**config.mk**
```make
export PLATFORM = sky130hd
export DESIGN_NAME = rsc_reg_bank
export DESIGN_NICKNAME = d
export VERILOG_FILES = /design/src/rsc_pkg.sv /design/src/rsc_sync2.sv /design/src/rsc_reg_bank.sv
export VERILOG_INCLUDE_DIRS = /design/src
export SDC_FILE = /design/constraint.sdc
export NUM_CORES = 1
export LEC_CHECK = 0
export ABC_AREA = 0
export BUFFER_PORTS_ARGS = -buffer_cell sky130_fd_sc_hd__buf_4
export CORE_MARGIN = 3
export CORE_UTILIZATION = 55
export CTS_CLUSTER_DIAMETER = 200
export DETAILED_ROUTE_END_ITERATION = 8
export GPL_ROUTABILITY_DRIVEN = 0
export HOLD_SLACK_MARGIN = 0.02
export PLACE_DENSITY = 0.9
export SLEW_MARGIN = 20
export SYNTH_ARGS = -nofsm -noshare
export SYNTH_HDL_FRONTEND = slang
export SYNTH_SLANG_ARGS = --single-unit
```
**constraint.sdc**
```tcl
create_clock -name clk -period 2.8 [get_ports clk]
set_input_delay 0.56 -clock clk [delete_from_list [all_inputs] [get_ports clk]]
set_output_delay 0.56 -clock clk [all_outputs]
set_load 0.05 [all_outputs]
```
**src/rsc_defines.svh**
```systemverilog
// Behaviour
// [RULE1] chip power-down bit: one powers chip down, zero runs; resets to one.
// [RULE2] secondary loop takes primary's active reference at zero, input c at one.
// [RULE3] each of three receivers has a power-down bit, one powers it down.
// [RULE4] two-bit receiver format: 00 cmos, 01 ac differential, 10 crystal; 11 unused.
// [RULE5] switchover style bit 3: zero bounded transient, one immediate; resets zero.
// [RULE6] software enables monitor and crystal formats on a and b before redundancy.
// [RULE7] select-source bit picks pin at zero, software select bit at one.
// [RULE8] redundancy switchover enabled overrides select source: pin and software ignored.
// [RULE9] software select bit 0 picks input a at zero, input b at one.
// [RULE10] software select bit counts only while select source is one.
// [RULE11] monitor enable at bit 7 of next register, input c as standard.
// [RULE12] reserved bits read zero and writes to them change nothing.
`ifndef RSC_DEFINES_SVH
`define RSC_DEFINES_SVH

`define RSC_OFF_CHIP_MODE    12'h040
`define RSC_OFF_REF_AB       12'h080
`define RSC_OFF_REF_C        12'h081
`define RSC_OFF_SWITCH       12'h082
`define RSC_OFF_MONITOR      12'h083
`define RSC_OFF_STATUS       12'h084

`define RSC_BIT_CHIP_PD      1
`define RSC_BIT_SEC_REF      0
`define RSC_BIT_PD_B         6
`define RSC_POS_FMT_B        4
`define RSC_BIT_PD_A         2
`define RSC_POS_FMT_A        0
`define RSC_BIT_PD_C         2
`define RSC_POS_FMT_C        0
`define RSC_BIT_SMOOTH_DIS   3
`define RSC_BIT_CRYSTAL_INPUT_RED     2
`define RSC_BIT_SOFT_SRC     1
`define RSC_BIT_SOFT_SEL     0
`define RSC_BIT_MON_EN       7
`define RSC_BIT_MON_FREQ     5
`define RSC_BIT_MON_8K       4
`define RSC_POS_MON_CLK      2
`define RSC_POS_MON_WIN      0

`define RSC_RST_CHIP_PD      1'b1
`define RSC_RST_BIT          1'b0
`define RSC_RST_FIELD        2'h0

`define RSC_CLK_PERIOD_NS    4
`define RSC_SETTLE_NS        100
`define RSC_SETTLE_CYC       ((`RSC_SETTLE_NS + `RSC_CLK_PERIOD_NS - 1) / `RSC_CLK_PERIOD_NS)

`endif

```
**src/rsc_pkg.sv**
```systemverilog
`default_nettype none
package rsc_pkg;

  typedef enum logic [1:0] {
    RSC_FMT_CMOS    = 2'h0,
    RSC_FMT_AC_DIFF = 2'h1,
    RSC_FMT_CRYSTAL_INPUT    = 2'h2,
    RSC_FMT_RSVD    = 2'h3
  } rsc_fmt_t;

  typedef enum logic [1:0] {
    RSC_REF_A = 2'h0,
    RSC_REF_B = 2'h1,
    RSC_REF_C = 2'h2
  } rsc_ref_t;

  typedef enum logic [1:0] {
    RSC_SRC_PIN  = 2'h0,
    RSC_SRC_SOFT = 2'h1,
    RSC_SRC_AUTO = 2'h2
  } rsc_src_t;

  typedef struct packed {
    logic     powerDown;
    rsc_fmt_t format;
  } rsc_rx_t;

  typedef struct packed {
    logic       enable;
    logic       freq1944;
    logic       mode8k;
    logic [1:0] clkFreq;
    logic [1:0] errWindow;
  } rsc_mon_t;

endpackage
`default_nettype wire

```
**src/rsc_sync2.sv**
```systemverilog
`default_nettype none
module rsc_sync2 #(
  parameter int W = 1
) (
  // clock and reset
  input  wire logic         clk,
  input  wire logic         arst_n,
  // level in and out
  input  wire logic [W-1:0] asyncIn,
  output logic      [W-1:0] syncOut
);
  logic [W-1:0] stage1_q;

  always_ff @(posedge clk or negedge arst_n) begin
    if (!arst_n) begin
      stage1_q <= '0;
      syncOut  <= '0;
    end else begin
      stage1_q <= asyncIn;
      syncOut  <= stage1_q;
    end
  end
endmodule
`default_nettype wire

```
**src/rsc_reg_bank.sv**
```systemverilog
// The address-and-strobe port was left to the implementer.
`include "rsc_defines.svh"
`default_nettype none
module rsc_reg_bank #(
  parameter int ADDR_W     = 12,
  parameter int SETTLE_CYC = `RSC_SETTLE_CYC
) (
  // clock and reset
  input  wire logic                clk,
  input  wire logic                arst_n,
  // register port
  input  wire logic [ADDR_W-1:0]   regAddr,
  input  wire logic [7:0]          regWrData,
  input  wire logic                regWrEn,
  input  wire logic                regRdEn,
  output logic      [7:0]          regRdData,
  // select pin and monitor choice
  input  wire logic                refSelPin,
  input  wire logic                autoRefSel,
  // chip and receiver control
  output logic                     chipPowerDown,
  output rsc_pkg::rsc_rx_t         rxCfgA,
  output rsc_pkg::rsc_rx_t         rxCfgB,
  output rsc_pkg::rsc_rx_t         rxCfgC,
  // loop reference routing
  output rsc_pkg::rsc_ref_t        primaryRef,
  output rsc_pkg::rsc_ref_t        secondaryRef,
  output rsc_pkg::rsc_src_t        selSource,
  output logic                     immediateSwitch,
  output logic                     switchActive,
  output logic                     xtalRedundEn,
  // reference monitor setup
  output rsc_pkg::rsc_mon_t        monCfg
);
  import rsc_pkg::*;

  typedef enum {
    ST_STEADY,
    ST_SETTLE
  } rsc_state_t;

  localparam int CNT_W = $clog2(SETTLE_CYC + 1);
  localparam logic [CNT_W-1:0] SETTLE_LOAD = CNT_W'(SETTLE_CYC - 1);
  localparam logic [ADDR_W-1:0] A_CHIP = ADDR_W'(`RSC_OFF_CHIP_MODE);
  localparam logic [ADDR_W-1:0] A_AB   = ADDR_W'(`RSC_OFF_REF_AB);
  localparam logic [ADDR_W-1:0] A_C    = ADDR_W'(`RSC_OFF_REF_C);
  localparam logic [ADDR_W-1:0] A_SW   = ADDR_W'(`RSC_OFF_SWITCH);
  localparam logic [ADDR_W-1:0] A_MON  = ADDR_W'(`RSC_OFF_MONITOR);
  localparam logic [ADDR_W-1:0] A_STAT = ADDR_W'(`RSC_OFF_STATUS);

  // stored control
  logic             chipPd_q;
  logic             secRefC_q;
  logic             pdA_q;
  logic             pdB_q;
  logic             pdC_q;
  logic [1:0]       fmtA_q;
  logic [1:0]       fmtB_q;
  logic [1:0]       fmtC_q;
  logic             smoothDis_q;
  logic             xtalRed_q;
  logic             softSrc_q;
  logic             softSel_q;
  logic             monEn_q;
  logic             monFreq_q;
  logic             mon8k_q;
  logic [1:0]       monClk_q;
  logic [1:0]       monWin_q;

  // switchover state
  rsc_state_t       state_q;
  rsc_state_t       state_d;
  logic             curSel_q;
  logic             curSel_d;
  logic [CNT_W-1:0] cnt_q;
  logic [CNT_W-1:0] cnt_d;
  logic [7:0]       rdData_q;

  // decode
  wire logic        hitChip;
  wire logic        hitAb;
  wire logic        hitC;
  wire logic        hitSw;
  wire logic        hitMon;
  wire logic        hitStat;
  wire logic        wrChip;
  wire logic        wrAb;
  wire logic        wrC;
  wire logic        wrSw;
  wire logic        wrMon;
  wire logic        pinSel;
  wire logic        reqSel;
  wire logic        selDiffers;
  wire logic        settleDone;
  wire logic        fmtReserved;
  wire logic        redundPrereqMiss;
  wire rsc_src_t    srcNow;
  wire logic [7:0]  regChipVal;
  wire logic [7:0]  regAbVal;
  wire logic [7:0]  regCVal;
  wire logic [7:0]  regSwVal;
  wire logic [7:0]  regMonVal;
  wire logic [7:0]  regStatVal;
  wire logic [7:0]  rdMux;

  // write data split into fields
  wire logic        wdChipPd;
  wire logic        wdSecRef;
  wire logic        wdPdA;
  wire logic        wdPdB;
  wire logic        wdPdC;
  wire logic [1:0]  wdFmtA;
  wire logic [1:0]  wdFmtB;
  wire logic [1:0]  wdFmtC;
  wire logic        wdSmoothDis;
  wire logic        wdXtalRed;
  wire logic        wdSoftSrc;
  wire logic        wdSoftSel;
  wire logic        wdMonEn;
  wire logic        wdMonFreq;
  wire logic        wdMon8k;
  wire logic [1:0]  wdMonClk;
  wire logic [1:0]  wdMonWin;

  // two flops on the select pin before use
  rsc_sync2 #(
    .W       (1)
  ) u_pin_sync (
    .clk     (clk),
    .arst_n  (arst_n),
    .asyncIn (refSelPin),
    .syncOut (pinSel)
  );

  assign hitChip = (regAddr == A_CHIP);
  assign hitAb   = (regAddr == A_AB);
  assign hitC    = (regAddr == A_C);
  assign hitSw   = (regAddr == A_SW);
  assign hitMon  = (regAddr == A_MON);
  assign hitStat = (regAddr == A_STAT);

  assign wrChip = regWrEn & hitChip;
  assign wrAb   = regWrEn & hitAb;
  assign wrC    = regWrEn & hitC;
  assign wrSw   = regWrEn & hitSw;
  assign wrMon  = regWrEn & hitMon;

  assign wdChipPd    = regWrData[`RSC_BIT_CHIP_PD];
  assign wdSecRef    = regWrData[`RSC_BIT_SEC_REF];
  assign wdPdA       = regWrData[`RSC_BIT_PD_A];
  assign wdPdB       = regWrData[`RSC_BIT_PD_B];
  assign wdPdC       = regWrData[`RSC_BIT_PD_C];
  assign wdFmtA      = regWrData[`RSC_POS_FMT_A +: 2];
  assign wdFmtB      = regWrData[`RSC_POS_FMT_B +: 2];
  assign wdFmtC      = regWrData[`RSC_POS_FMT_C +: 2];
  assign wdSmoothDis = regWrData[`RSC_BIT_SMOOTH_DIS];
  assign wdXtalRed   = regWrData[`RSC_BIT_CRYSTAL_INPUT_RED];
  assign wdSoftSrc   = regWrData[`RSC_BIT_SOFT_SRC];
  assign wdSoftSel   = regWrData[`RSC_BIT_SOFT_SEL];
  assign wdMonEn     = regWrData[`RSC_BIT_MON_EN];
  assign wdMonFreq   = regWrData[`RSC_BIT_MON_FREQ];
  assign wdMon8k     = regWrData[`RSC_BIT_MON_8K];
  assign wdMonClk    = regWrData[`RSC_POS_MON_CLK +: 2];
  assign wdMonWin    = regWrData[`RSC_POS_MON_WIN +: 2];

  // only defined bits are stored; the rest read zero
  always_ff @(posedge clk or negedge arst_n) begin
    if (!arst_n) begin
      chipPd_q  <= `RSC_RST_CHIP_PD; // see [RULE1]
      secRefC_q <= `RSC_RST_BIT; // see [RULE2]
    end else if (wrChip) begin
      chipPd_q  <= wdChipPd; // see [RULE1]
      secRefC_q <= wdSecRef; // see [RULE2]
    end
  end

  always_ff @(posedge clk or negedge arst_n) begin
    if (!arst_n) begin
      pdA_q  <= `RSC_RST_BIT;
      pdB_q  <= `RSC_RST_BIT;
      fmtA_q <= `RSC_RST_FIELD;
      fmtB_q <= `RSC_RST_FIELD;
    end else if (wrAb) begin
      pdA_q  <= wdPdA; // see [RULE3]
      pdB_q  <= wdPdB; // see [RULE3]
      fmtA_q <= wdFmtA; // see [RULE4]
      fmtB_q <= wdFmtB; // see [RULE4]
    end
  end

  always_ff @(posedge clk or negedge arst_n) begin
    if (!arst_n) begin
      pdC_q  <= `RSC_RST_BIT;
      fmtC_q <= `RSC_RST_FIELD;
    end else if (wrC) begin
      pdC_q  <= wdPdC; // see [RULE3]
      fmtC_q <= wdFmtC; // see [RULE4]
    end
  end

  always_ff @(posedge clk or negedge arst_n) begin
    if (!arst_n) begin
      smoothDis_q <= `RSC_RST_BIT;
      xtalRed_q   <= `RSC_RST_BIT;
      softSrc_q   <= `RSC_RST_BIT;
      softSel_q   <= `RSC_RST_BIT;
    end else if (wrSw) begin
      smoothDis_q <= wdSmoothDis; // see [RULE5]
      xtalRed_q   <= wdXtalRed;
      softSrc_q   <= wdSoftSrc; // see [RULE7]
      softSel_q   <= wdSoftSel; // see [RULE9]
    end
  end

  always_ff @(posedge clk or negedge arst_n) begin
    if (!arst_n) begin
      monEn_q   <= `RSC_RST_BIT;
      monFreq_q <= `RSC_RST_BIT;
      mon8k_q   <= `RSC_RST_BIT;
      monClk_q  <= `RSC_RST_FIELD;
      monWin_q  <= `RSC_RST_FIELD;
    end else if (wrMon) begin
      monEn_q   <= wdMonEn; // see [RULE11]
      monFreq_q <= wdMonFreq;
      mon8k_q   <= wdMon8k;
      monClk_q  <= wdMonClk;
      monWin_q  <= wdMonWin;
    end
  end

  // requested primary select
  assign srcNow = xtalRed_q ? RSC_SRC_AUTO : // see [RULE8]
                  (softSrc_q ? RSC_SRC_SOFT : RSC_SRC_PIN); // see [RULE7]
  assign reqSel = (srcNow == RSC_SRC_AUTO) ? autoRefSel :
                  (srcNow == RSC_SRC_SOFT) ? softSel_q : // see [RULE10]
                  pinSel;

  assign selDiffers = (reqSel != curSel_q);
  assign settleDone = (cnt_q == '0);

  // smooth mode waits out the settle time before handing over
  always_comb begin
    state_d  = state_q;
    curSel_d = curSel_q;
    cnt_d    = cnt_q;
    unique case (state_q)
      ST_STEADY: begin
        if (selDiffers && smoothDis_q) begin
          curSel_d = reqSel; // see [RULE5]
        end else if (selDiffers) begin
          state_d = ST_SETTLE; // see [RULE5]
          cnt_d   = SETTLE_LOAD;
        end
      end
      ST_SETTLE: begin
        if (!selDiffers) begin
          state_d = ST_STEADY;
        end else if (smoothDis_q || settleDone) begin
          curSel_d = reqSel;
          state_d  = ST_STEADY;
        end else begin
          cnt_d = cnt_q - CNT_W'(1);
        end
      end
    endcase
  end

  always_ff @(posedge clk or negedge arst_n) begin
    if (!arst_n) begin
      state_q  <= ST_STEADY;
      curSel_q <= 1'b0;
      cnt_q    <= '0;
    end else begin
      state_q  <= state_d;
      curSel_q <= curSel_d;
      cnt_q    <= cnt_d;
    end
  end

  // diagnostics for software
  assign fmtReserved = (fmtA_q == RSC_FMT_RSVD) |
                       (fmtB_q == RSC_FMT_RSVD) |
                       (fmtC_q == RSC_FMT_RSVD);
  assign redundPrereqMiss = xtalRed_q &
                            (!monEn_q |
                             (fmtA_q != RSC_FMT_CRYSTAL_INPUT) |
                             (fmtB_q != RSC_FMT_CRYSTAL_INPUT)); // see [RULE6]

  // read values, reserved positions zero
  assign regChipVal = {6'h00, chipPd_q, secRefC_q}; // see [RULE12]
  assign regAbVal   = {1'b0, pdB_q, fmtB_q, 1'b0, pdA_q, fmtA_q}; // see [RULE12]
  assign regCVal    = {5'h00, pdC_q, fmtC_q}; // see [RULE12]
  assign regSwVal   = {4'h0, smoothDis_q, xtalRed_q, softSrc_q, softSel_q}; // see [RULE12]
  assign regMonVal  = {monEn_q, 1'b0, monFreq_q, mon8k_q, monClk_q, monWin_q}; // see [RULE12]
  assign regStatVal = {1'b0, redundPrereqMiss, fmtReserved, pinSel,
                       srcNow, switchActive, curSel_q};

  assign rdMux = hitChip ? regChipVal :
                 hitAb   ? regAbVal   :
                 hitC    ? regCVal    :
                 hitSw   ? regSwVal   :
                 hitMon  ? regMonVal  :
                 hitStat ? regStatVal :
                 8'h00;

  // read data stands one cycle only
  always_ff @(posedge clk or negedge arst_n) begin
    if (!arst_n) begin
      rdData_q <= 8'h00;
    end else if (regRdEn) begin
      rdData_q <= rdMux;
    end else begin
      rdData_q <= 8'h00;
    end
  end

  assign regRdData = rdData_q;

  // outputs; chip power-down also powers every receiver down
  assign chipPowerDown = chipPd_q; // see [RULE1]

  assign rxCfgA.powerDown = pdA_q | chipPd_q; // see [RULE3]
  assign rxCfgA.format    = rsc_fmt_t'(fmtA_q); // see [RULE4]
  assign rxCfgB.powerDown = pdB_q | chipPd_q; // see [RULE3]
  assign rxCfgB.format    = rsc_fmt_t'(fmtB_q); // see [RULE4]
  assign rxCfgC.powerDown = pdC_q | chipPd_q; // see [RULE3]
  assign rxCfgC.format    = rsc_fmt_t'(fmtC_q); // see [RULE4]

  assign primaryRef   = curSel_q ? RSC_REF_B : RSC_REF_A; // see [RULE9]
  assign secondaryRef = secRefC_q ? RSC_REF_C : primaryRef; // see [RULE2]
  assign selSource    = srcNow;

  assign immediateSwitch = smoothDis_q; // see [RULE5]
  assign switchActive    = (state_q == ST_SETTLE);
  assign xtalRedundEn    = xtalRed_q; // see [RULE8]

  assign monCfg.enable    = monEn_q; // see [RULE11]
  assign monCfg.freq1944  = monFreq_q;
  assign monCfg.mode8k    = mon8k_q;
  assign monCfg.clkFreq   = monClk_q;
  assign monCfg.errWindow = monWin_q;

endmodule
`default_nettype wire

```
==> impl_metrics.py, run 1 <==
metrics = {
    "status": {
        "outcome": "finished clean",
    },
    "clock_network": {
        "cts.hold.buffers_added": 0,
        "tritoncts": "built",
        "buffers_from_clock_root_to_sink_at_most": 2,
        "ctsHtreeMaxLevel": 2,
        "clk-insertion-delay-late_ns": 0.29,
        "cts.sink_count": 39,
        "ctsRootBufferMaster": "clkbuf_8",
        "cts_setup_buffers": 0,
        "clk_pin_slew_worst_paths_ns": 0.07,
        "cts_repair_resize_count": 0,
        "cts_buffers": 5,
    },
    "timing": {
        "max_slew.worst_pin.slew_ns": 0.674,
        "slew-limit-headroom": 0.550,
        "grt_setup_unrepaired": "no",
        "max_clock_freq_mhz": 488,
        "final-max-slew-violation-count": 0,
        "final-hold-violation-count": 0,
        "fin_skew_ns": 0.00556,
        "finalSetupViolCount": 0,
        "finalCritPeriodShare": 0.731,
        "final.setup.worst_slack_ns": 0.752,
        "setup_total_negative_slack_ns": 0,
        "timing.final.crit_period_ns": 2.05,
    },
    "global_route": {
        "track_usage": 0.245,
        "grt-ovfl-total": 0,
        "grt_first_pass_wirelength_um": 7980,
        "grt_max_degree": 40,
        "antenna_found_initial": 0,
        "grt_pass1_vias": 1626,
    },
    "power_and_ir_drop": {
        "power.leakage_nw": 1.26,
        "ratio_of_total_power_to_cell_area_mw_per_mm2": 562,
        "peakVddDrop_v": 0.000542,
    },
    "place": {
        "place.detailed.hpwl_um": 3620,
        "io_buffers": 58,
        "numPlacedInstances": 290,
        "pre_cts_ws_ns": 0.430,
    },
    "layout": {
        "fin_nets": 279,
        "antenna_cells": 0,
        "num-fill-cells": 271,
        "final_cell_count_no_fill": 298,
        "layout-area-overhead-vs-synth_pct": 25.2,
        "post_route_cells_drive_above_1_share": 0.397,
    },
    "synth": {
        "ys_top_cells_by_area": "dfrtp_1 (46%), mux2_2 (13%), nor2_1 (3.7%)",
        "synth.lib_cells_used.distinct": 42,
        "yosysSeqAreaShare": 0.477,
        "synthesis.nets": 227,
        "synth_enable_flop_cells": 0,
        "postSynthRegisterBits": 39,
        "post-synth-top-area-cell": "dfrtp_1",
        "yosysWarnings": 0,
        "cell_with_the_most_instances_after_synthesis": "dfrtp_1",
        "synth_area_mm2": 0.00205,
        "async_flop_share": 1.00,
        "post_synthesis_mean_instance_area_um2": 10.3,
        "synth_ff_type": "dfrtp_1",
        "post_synth_most_frequent_cells": "dfrtp_1 (38), mux2_2 (24), nor2_1 (20)",
        "syn-instance-count": 199,
        "yosysTopAreaCellShare": 0.464,
    },
    "die": {
        "coreArea_mm2": 0.00347,
        "fp.dieH_um": 67.1,
        "core.rowCount": 21,
        "die_w_um": 67.1,
        "floorplan.io_pins": 60,
        "initial_utilization": 0.591,
        "die-area_mm2": 0.00450,
    },
    "worst_setup_path": {
        "cp_arrival_ns": 2.22,
        "worstPathRequired_ns": 2.98,
        "critPathKind": "in2reg",
        "cp-end-kind": "register",
        "crit_path_start_kind": "input pin",
        "worst-path-max-fanout": 6,
        "timing.reg2reg.worst_path_depth": 5,
    },
    "drt": {
        "detailed_route_wire_length_um": 4870,
        "final_antenna_net_count": 0,
        "drt-pass1-iter-count": 4,
        "number_of_vias_in_the_routed_layout": 1738,
        "drc": 0,
        "route.detailed.wl_per_inst_um": 16.3,
        "drtIter0Drc": 129,
        "avgViaCountPerCell": 5.83,
    },
    "hold_path": {
        "worstHoldPathType": "in2async",
    },
    "flow_run": {
        "max_cap_viol_count": 0,
    },
}
-- cell families (layout without fill, tap and decap cells) --
| family | after synthesis | in the layout | synth area share |
|---|---|---|---|
| adder cells (fa/ha/maj) | 2 | 2 | 0.0122 |
| AND/OR/NAND/NOR | 78 | 78 | 0.214 |
| multiplexers | 24 | 24 | 0.132 |
| buffers and inverters | 20 | 73 | 0.0500 |
| AO/OA/AOI/OAI | 35 | 35 | 0.114 |
| other | 1 | 1 | 0.00183 |
| flip-flops | 39 | 39 | 0.477 |
-- worst max-delay path, cell delays in order --
cell and delay (ns):
buf_4 0.12, nor4b_2 0.29, nand4_1 0.25, or2_4 0.34, nor3_4 0.27, mux2_2 0.38
-- per-layer routing --
| metal | GRT usage | wire [um] | vias to the layer above |
|---|---|---|---|
| met3 | 0.0573 | 438 | 9 |
| met1 | 0.342 | 2020 | 830 |
| met4 | 0.0911 | 92 | 0 |
| met5 | 0 | 0 | - |
| met2 | 0.368 | 2320 | 89 |
| li1 | - | - | 810 |
-- report_power, final --
| part | switching, mW | internal [mW] | total (mW) |
|---|---|---|---|
| Sequential | 0.0472 | 0.611 | 0.658 |
| Clock | 0.180 | 0.225 | 0.405 |
| Combinational | 0.241 | 0.140 | 0.380 |
| Total | 0.468 | 0.975 | 1.44 |
-- placed cells by master, fill, tap and decap left out, types with 3 or more instances in the layout --
master	count
inv_1	7
nor3_1	5
or2_2	3
nand3_1	8
buf_4	58
mux2_2	24
o2111ai_1	3
dfrtp_1	38
clkbuf_8	7
a21oi_1	12
nand2b_1	4
o21ai_0	6
and2_1	3
nor3b_1	3
nor2_1	20
nor2b_1	3
nand2_1	18
-- final timing paths --
kind | startpoint | to | slack (ns)
max reg2reg | softSrc_q | cnt_q[1] | 0.94
min | arst_n | monEn_q | 0.23
max in group asynchronous | arst_n | chipPowerDown | 2.22
max | regAddr[6] | fmtA_q[1] | 0.75
min in group clk | u_pin_sync.stage1_q | u_pin_sync.syncOut | 0.36
min reg2reg | u_pin_sync.stage1_q | u_pin_sync.syncOut | 0.36
-- metrics by stage --
stage	instance area, um^2	utilization	hold WS, ns	total power [mW]
detailed placement	2470	0.711	0.347	1.05
finish	2570	0.740	0.229	1.44
global placement	2470	0.711	0.336	1.03
CTS	2570	0.740	0.237	1.45
global route	2570	0.740	0.256	1.52
floorplan	2050	-	0.264	0.930
-- flip-flops by register name, indices dropped and copies added (netlist names), 2 cells and up --
register	cells
regRdData	8
cnt_q	5
fmtA_q	2
fmtB_q	2
fmtC_q	2
monClk_q	2
monWin_q	2
-- final cells by class --
class / count / area [um^2] / area share
timing repair buffer: 58 / 435 / 0.170
inverter: 7 / 26.3 / 0.0102
tap: 46 / 57.6 / 0.0224
sequential: 39 / 977 / 0.381
clock buffer: 8 / 100 / 0.0390
multi-input combinational: 140 / 971 / 0.378
Power figures use the tool's default switching activity.
==> run 2, diff against run 1 <==
Settings changed: CORE_UTILIZATION 55 to 46, PLACE_DENSITY 0.9 to 0.81.
Clock period 2.8 ns to 1.71 ns, I/O delays scaled along.
==> run 2 against run 1 <==
The flow now finishes with violations (negative setup slack). Cell count is 9.7% higher. Clock skew is 0.0043 ns higher. Final area is 9.6% higher. Sequential power is 61% higher. Flip-flop and latch count stayed put. Hold slack worse by 0.21 ns. Die area is 18% higher. Core utilization is 6.1 points lower. Register-to-register slack worse by 0.97 ns. First-iteration DRC count is 20% higher. Global-route usage is 3.7 points lower. Clock power is 46% higher. Critical path type is now reg2reg. Critical endpoint is now cnt_q[1].
==> impl_metrics.py, run 2 (synthesis results as in run 1) <==
metrics = {
    "status": {
        "outcome": "finished, violations left",
        "violated_checks": "negative setup slack",
    },
    "global_route": {
        "antenna_found_initial": 0,
        "grt-ovfl-total": 0,
        "grt_pass1_vias": 1719,
        "track_usage": 0.208,
        "grt_max_degree": 40,
        "grt_first_pass_wirelength_um": 8480,
    },
    "clock_network": {
        "clk_pin_slew_worst_paths_ns": 0.08,
        "clk-insertion-delay-late_ns": 0.29,
        "cts.sink_count": 39,
        "cts_buffers": 5,
        "buffers_from_clock_root_to_sink_at_most": 2,
        "ctsHtreeMaxLevel": 2,
        "cts.hold.buffers_added": 0,
        "tritoncts": "built",
        "ctsRootBufferMaster": "clkbuf_8",
    },
    "layout": {
        "largest_register_ff_count": 8,
        "antenna_cells": 0,
        "fin_nets": 304,
        "layout-area-overhead-vs-synth_pct": 37.2,
        "mostFrequentLayoutCells": "buf_4 (79), dfrtp_1 (36), nor2_1 (20)",
        "post_route_cells_drive_above_1_share": 0.462,
        "most_frequent_standard_cell_in_the_layout_excluding_fill_and_tap_cells": "buf_4",
    },
    "timing": {
        "finalCritPeriodShare": 1.01,
        "timing.final.crit_period_ns": 1.74,
        "grt_setup_unrepaired": "yes",
        "final_worst_hold_slack_ns": 0.0174,
        "finalSetupViolCount": 2,
        "setup_total_negative_slack_ns": -0.0500,
        "final-max-slew-violation-count": 0,
        "fin_skew_ns": 0.00989,
        "final.setup.worst_slack_ns": -0.0255,
        "max_clock_freq_mhz": 576,
        "final-hold-violation-count": 0,
    },
    "worst_setup_path": {
        "cpLargestDelayFamily": "compound AO/OA/AOI/OAI gates",
        "cp_max_delay_cell": "dfrtp_1",
        "critPathKind": "reg2reg",
        "critical_path.max_stage_delay_ns": 0.41,
        "cp_arrival_ns": 1.94,
        "timing.critical_path.cells": "mux2_4, a211o_1, a21bo_2, or3b_1, o21ai_1",
        "worst-path-max-fanout": 4,
        "cp-end-kind": "register",
        "critPathBufInv": 0,
        "worstPathRequired_ns": 1.92,
        "crit_path_start_kind": "register",
    },
    "die": {
        "fp.dieH_um": 72.8,
        "die-area_mm2": 0.00530,
        "coreArea_mm2": 0.00414,
        "initial_utilization": 0.495,
        "core.rowCount": 23,
        "floorplan.io_pins": 60,
        "die_w_um": 72.8,
    },
    "flow_run": {
        "max_cap_viol_count": 0,
    },
    "power_and_ir_drop": {
        "power.leakage_nw": 1.40,
        "ratio_of_total_power_to_cell_area_mw_per_mm2": 843,
        "totalPowerFinal_mw": 2.37,
        "peakVddDrop_v": 0.000653,
    },
    "drt": {
        "detailed_route_wire_length_um": 5260,
        "drtIter0Drc": 155,
        "avgViaCountPerCell": 5.45,
        "drt-pass1-iter-count": 4,
        "number_of_vias_in_the_routed_layout": 1782,
        "drc": 0,
        "final_antenna_net_count": 0,
        "route.detailed.wl_per_inst_um": 16.1,
    },
    "place": {
        "io_buffers": 58,
        "place.detailed.hpwl_um": 3910,
    },
    "hold_path": {
        "worstHoldPathType": "in2async",
    },
}
[run 2: where the power goes]
part	total [mW]	internal, mW	switching (mW)
Sequential	1.06	1.00	0.0577
Combinational	0.721	0.286	0.434
Clock	0.591	0.286	0.305
[run 2: worst paths after layout]
check / from / end / slack (ns) / cells after the start
min in group clk: refSelPin / u_pin_sync.stage1_q / 0.16 / 1
worst max register to register: softSrc_q / cnt_q[1] / -0.03 / 5
worst min-delay path: arst_n / softSrc_q / 0.02 / 1
worst min register to register: u_pin_sync.stage1_q / u_pin_sync.syncOut / 0.35 / 0
worst max-delay path: softSrc_q / cnt_q[1] / -0.03 / 5
max in group asynchronous: arst_n / state_q[0] / 1.32 / 1
[run 2: cell type report]
type | instances | area (um^2)
tap | 50 | 62.6
timing repair buffer | 83 | 642
fill | 307 | 1330
sequential | 39 | 980
clock buffer | 7 | 76.3
multi-input combinational | 140 | 1020
inverter | 7 | 26.3
clock inverter | 1 | 5.00
[run 2: per-layer routing]
metal	vias up	GRT usage	share of wire
li1	854	-	-
met5	-	0	0
met4	0	0.0553	0.014
met3	8	0.0441	0.070
met1	843	0.286	0.43
met2	77	0.334	0.48
[run 2: through the flow]
step | utilization | setup slack [ns] | area (um^2) | std cells
final | 0.679 | -0.0255 | 2810 | 327
after global routing | 0.679 | -0.0692 | 2810 | 327
after CTS | 0.669 | -0.0287 | 2770 | 327
after detailed placement | 0.643 | -0.302 | 2670 | 316
after global placement | 0.643 | -0.272 | 2670 | 316
after floorplan | - | -0.0835 | 2100 | 199
[run 2: repair_timing]
item	4_1_cts	5_1_grt
setup endpoints to repair	7	10
pin swaps	3	5
setup buffers	3	0
gates resized for setup	1	11
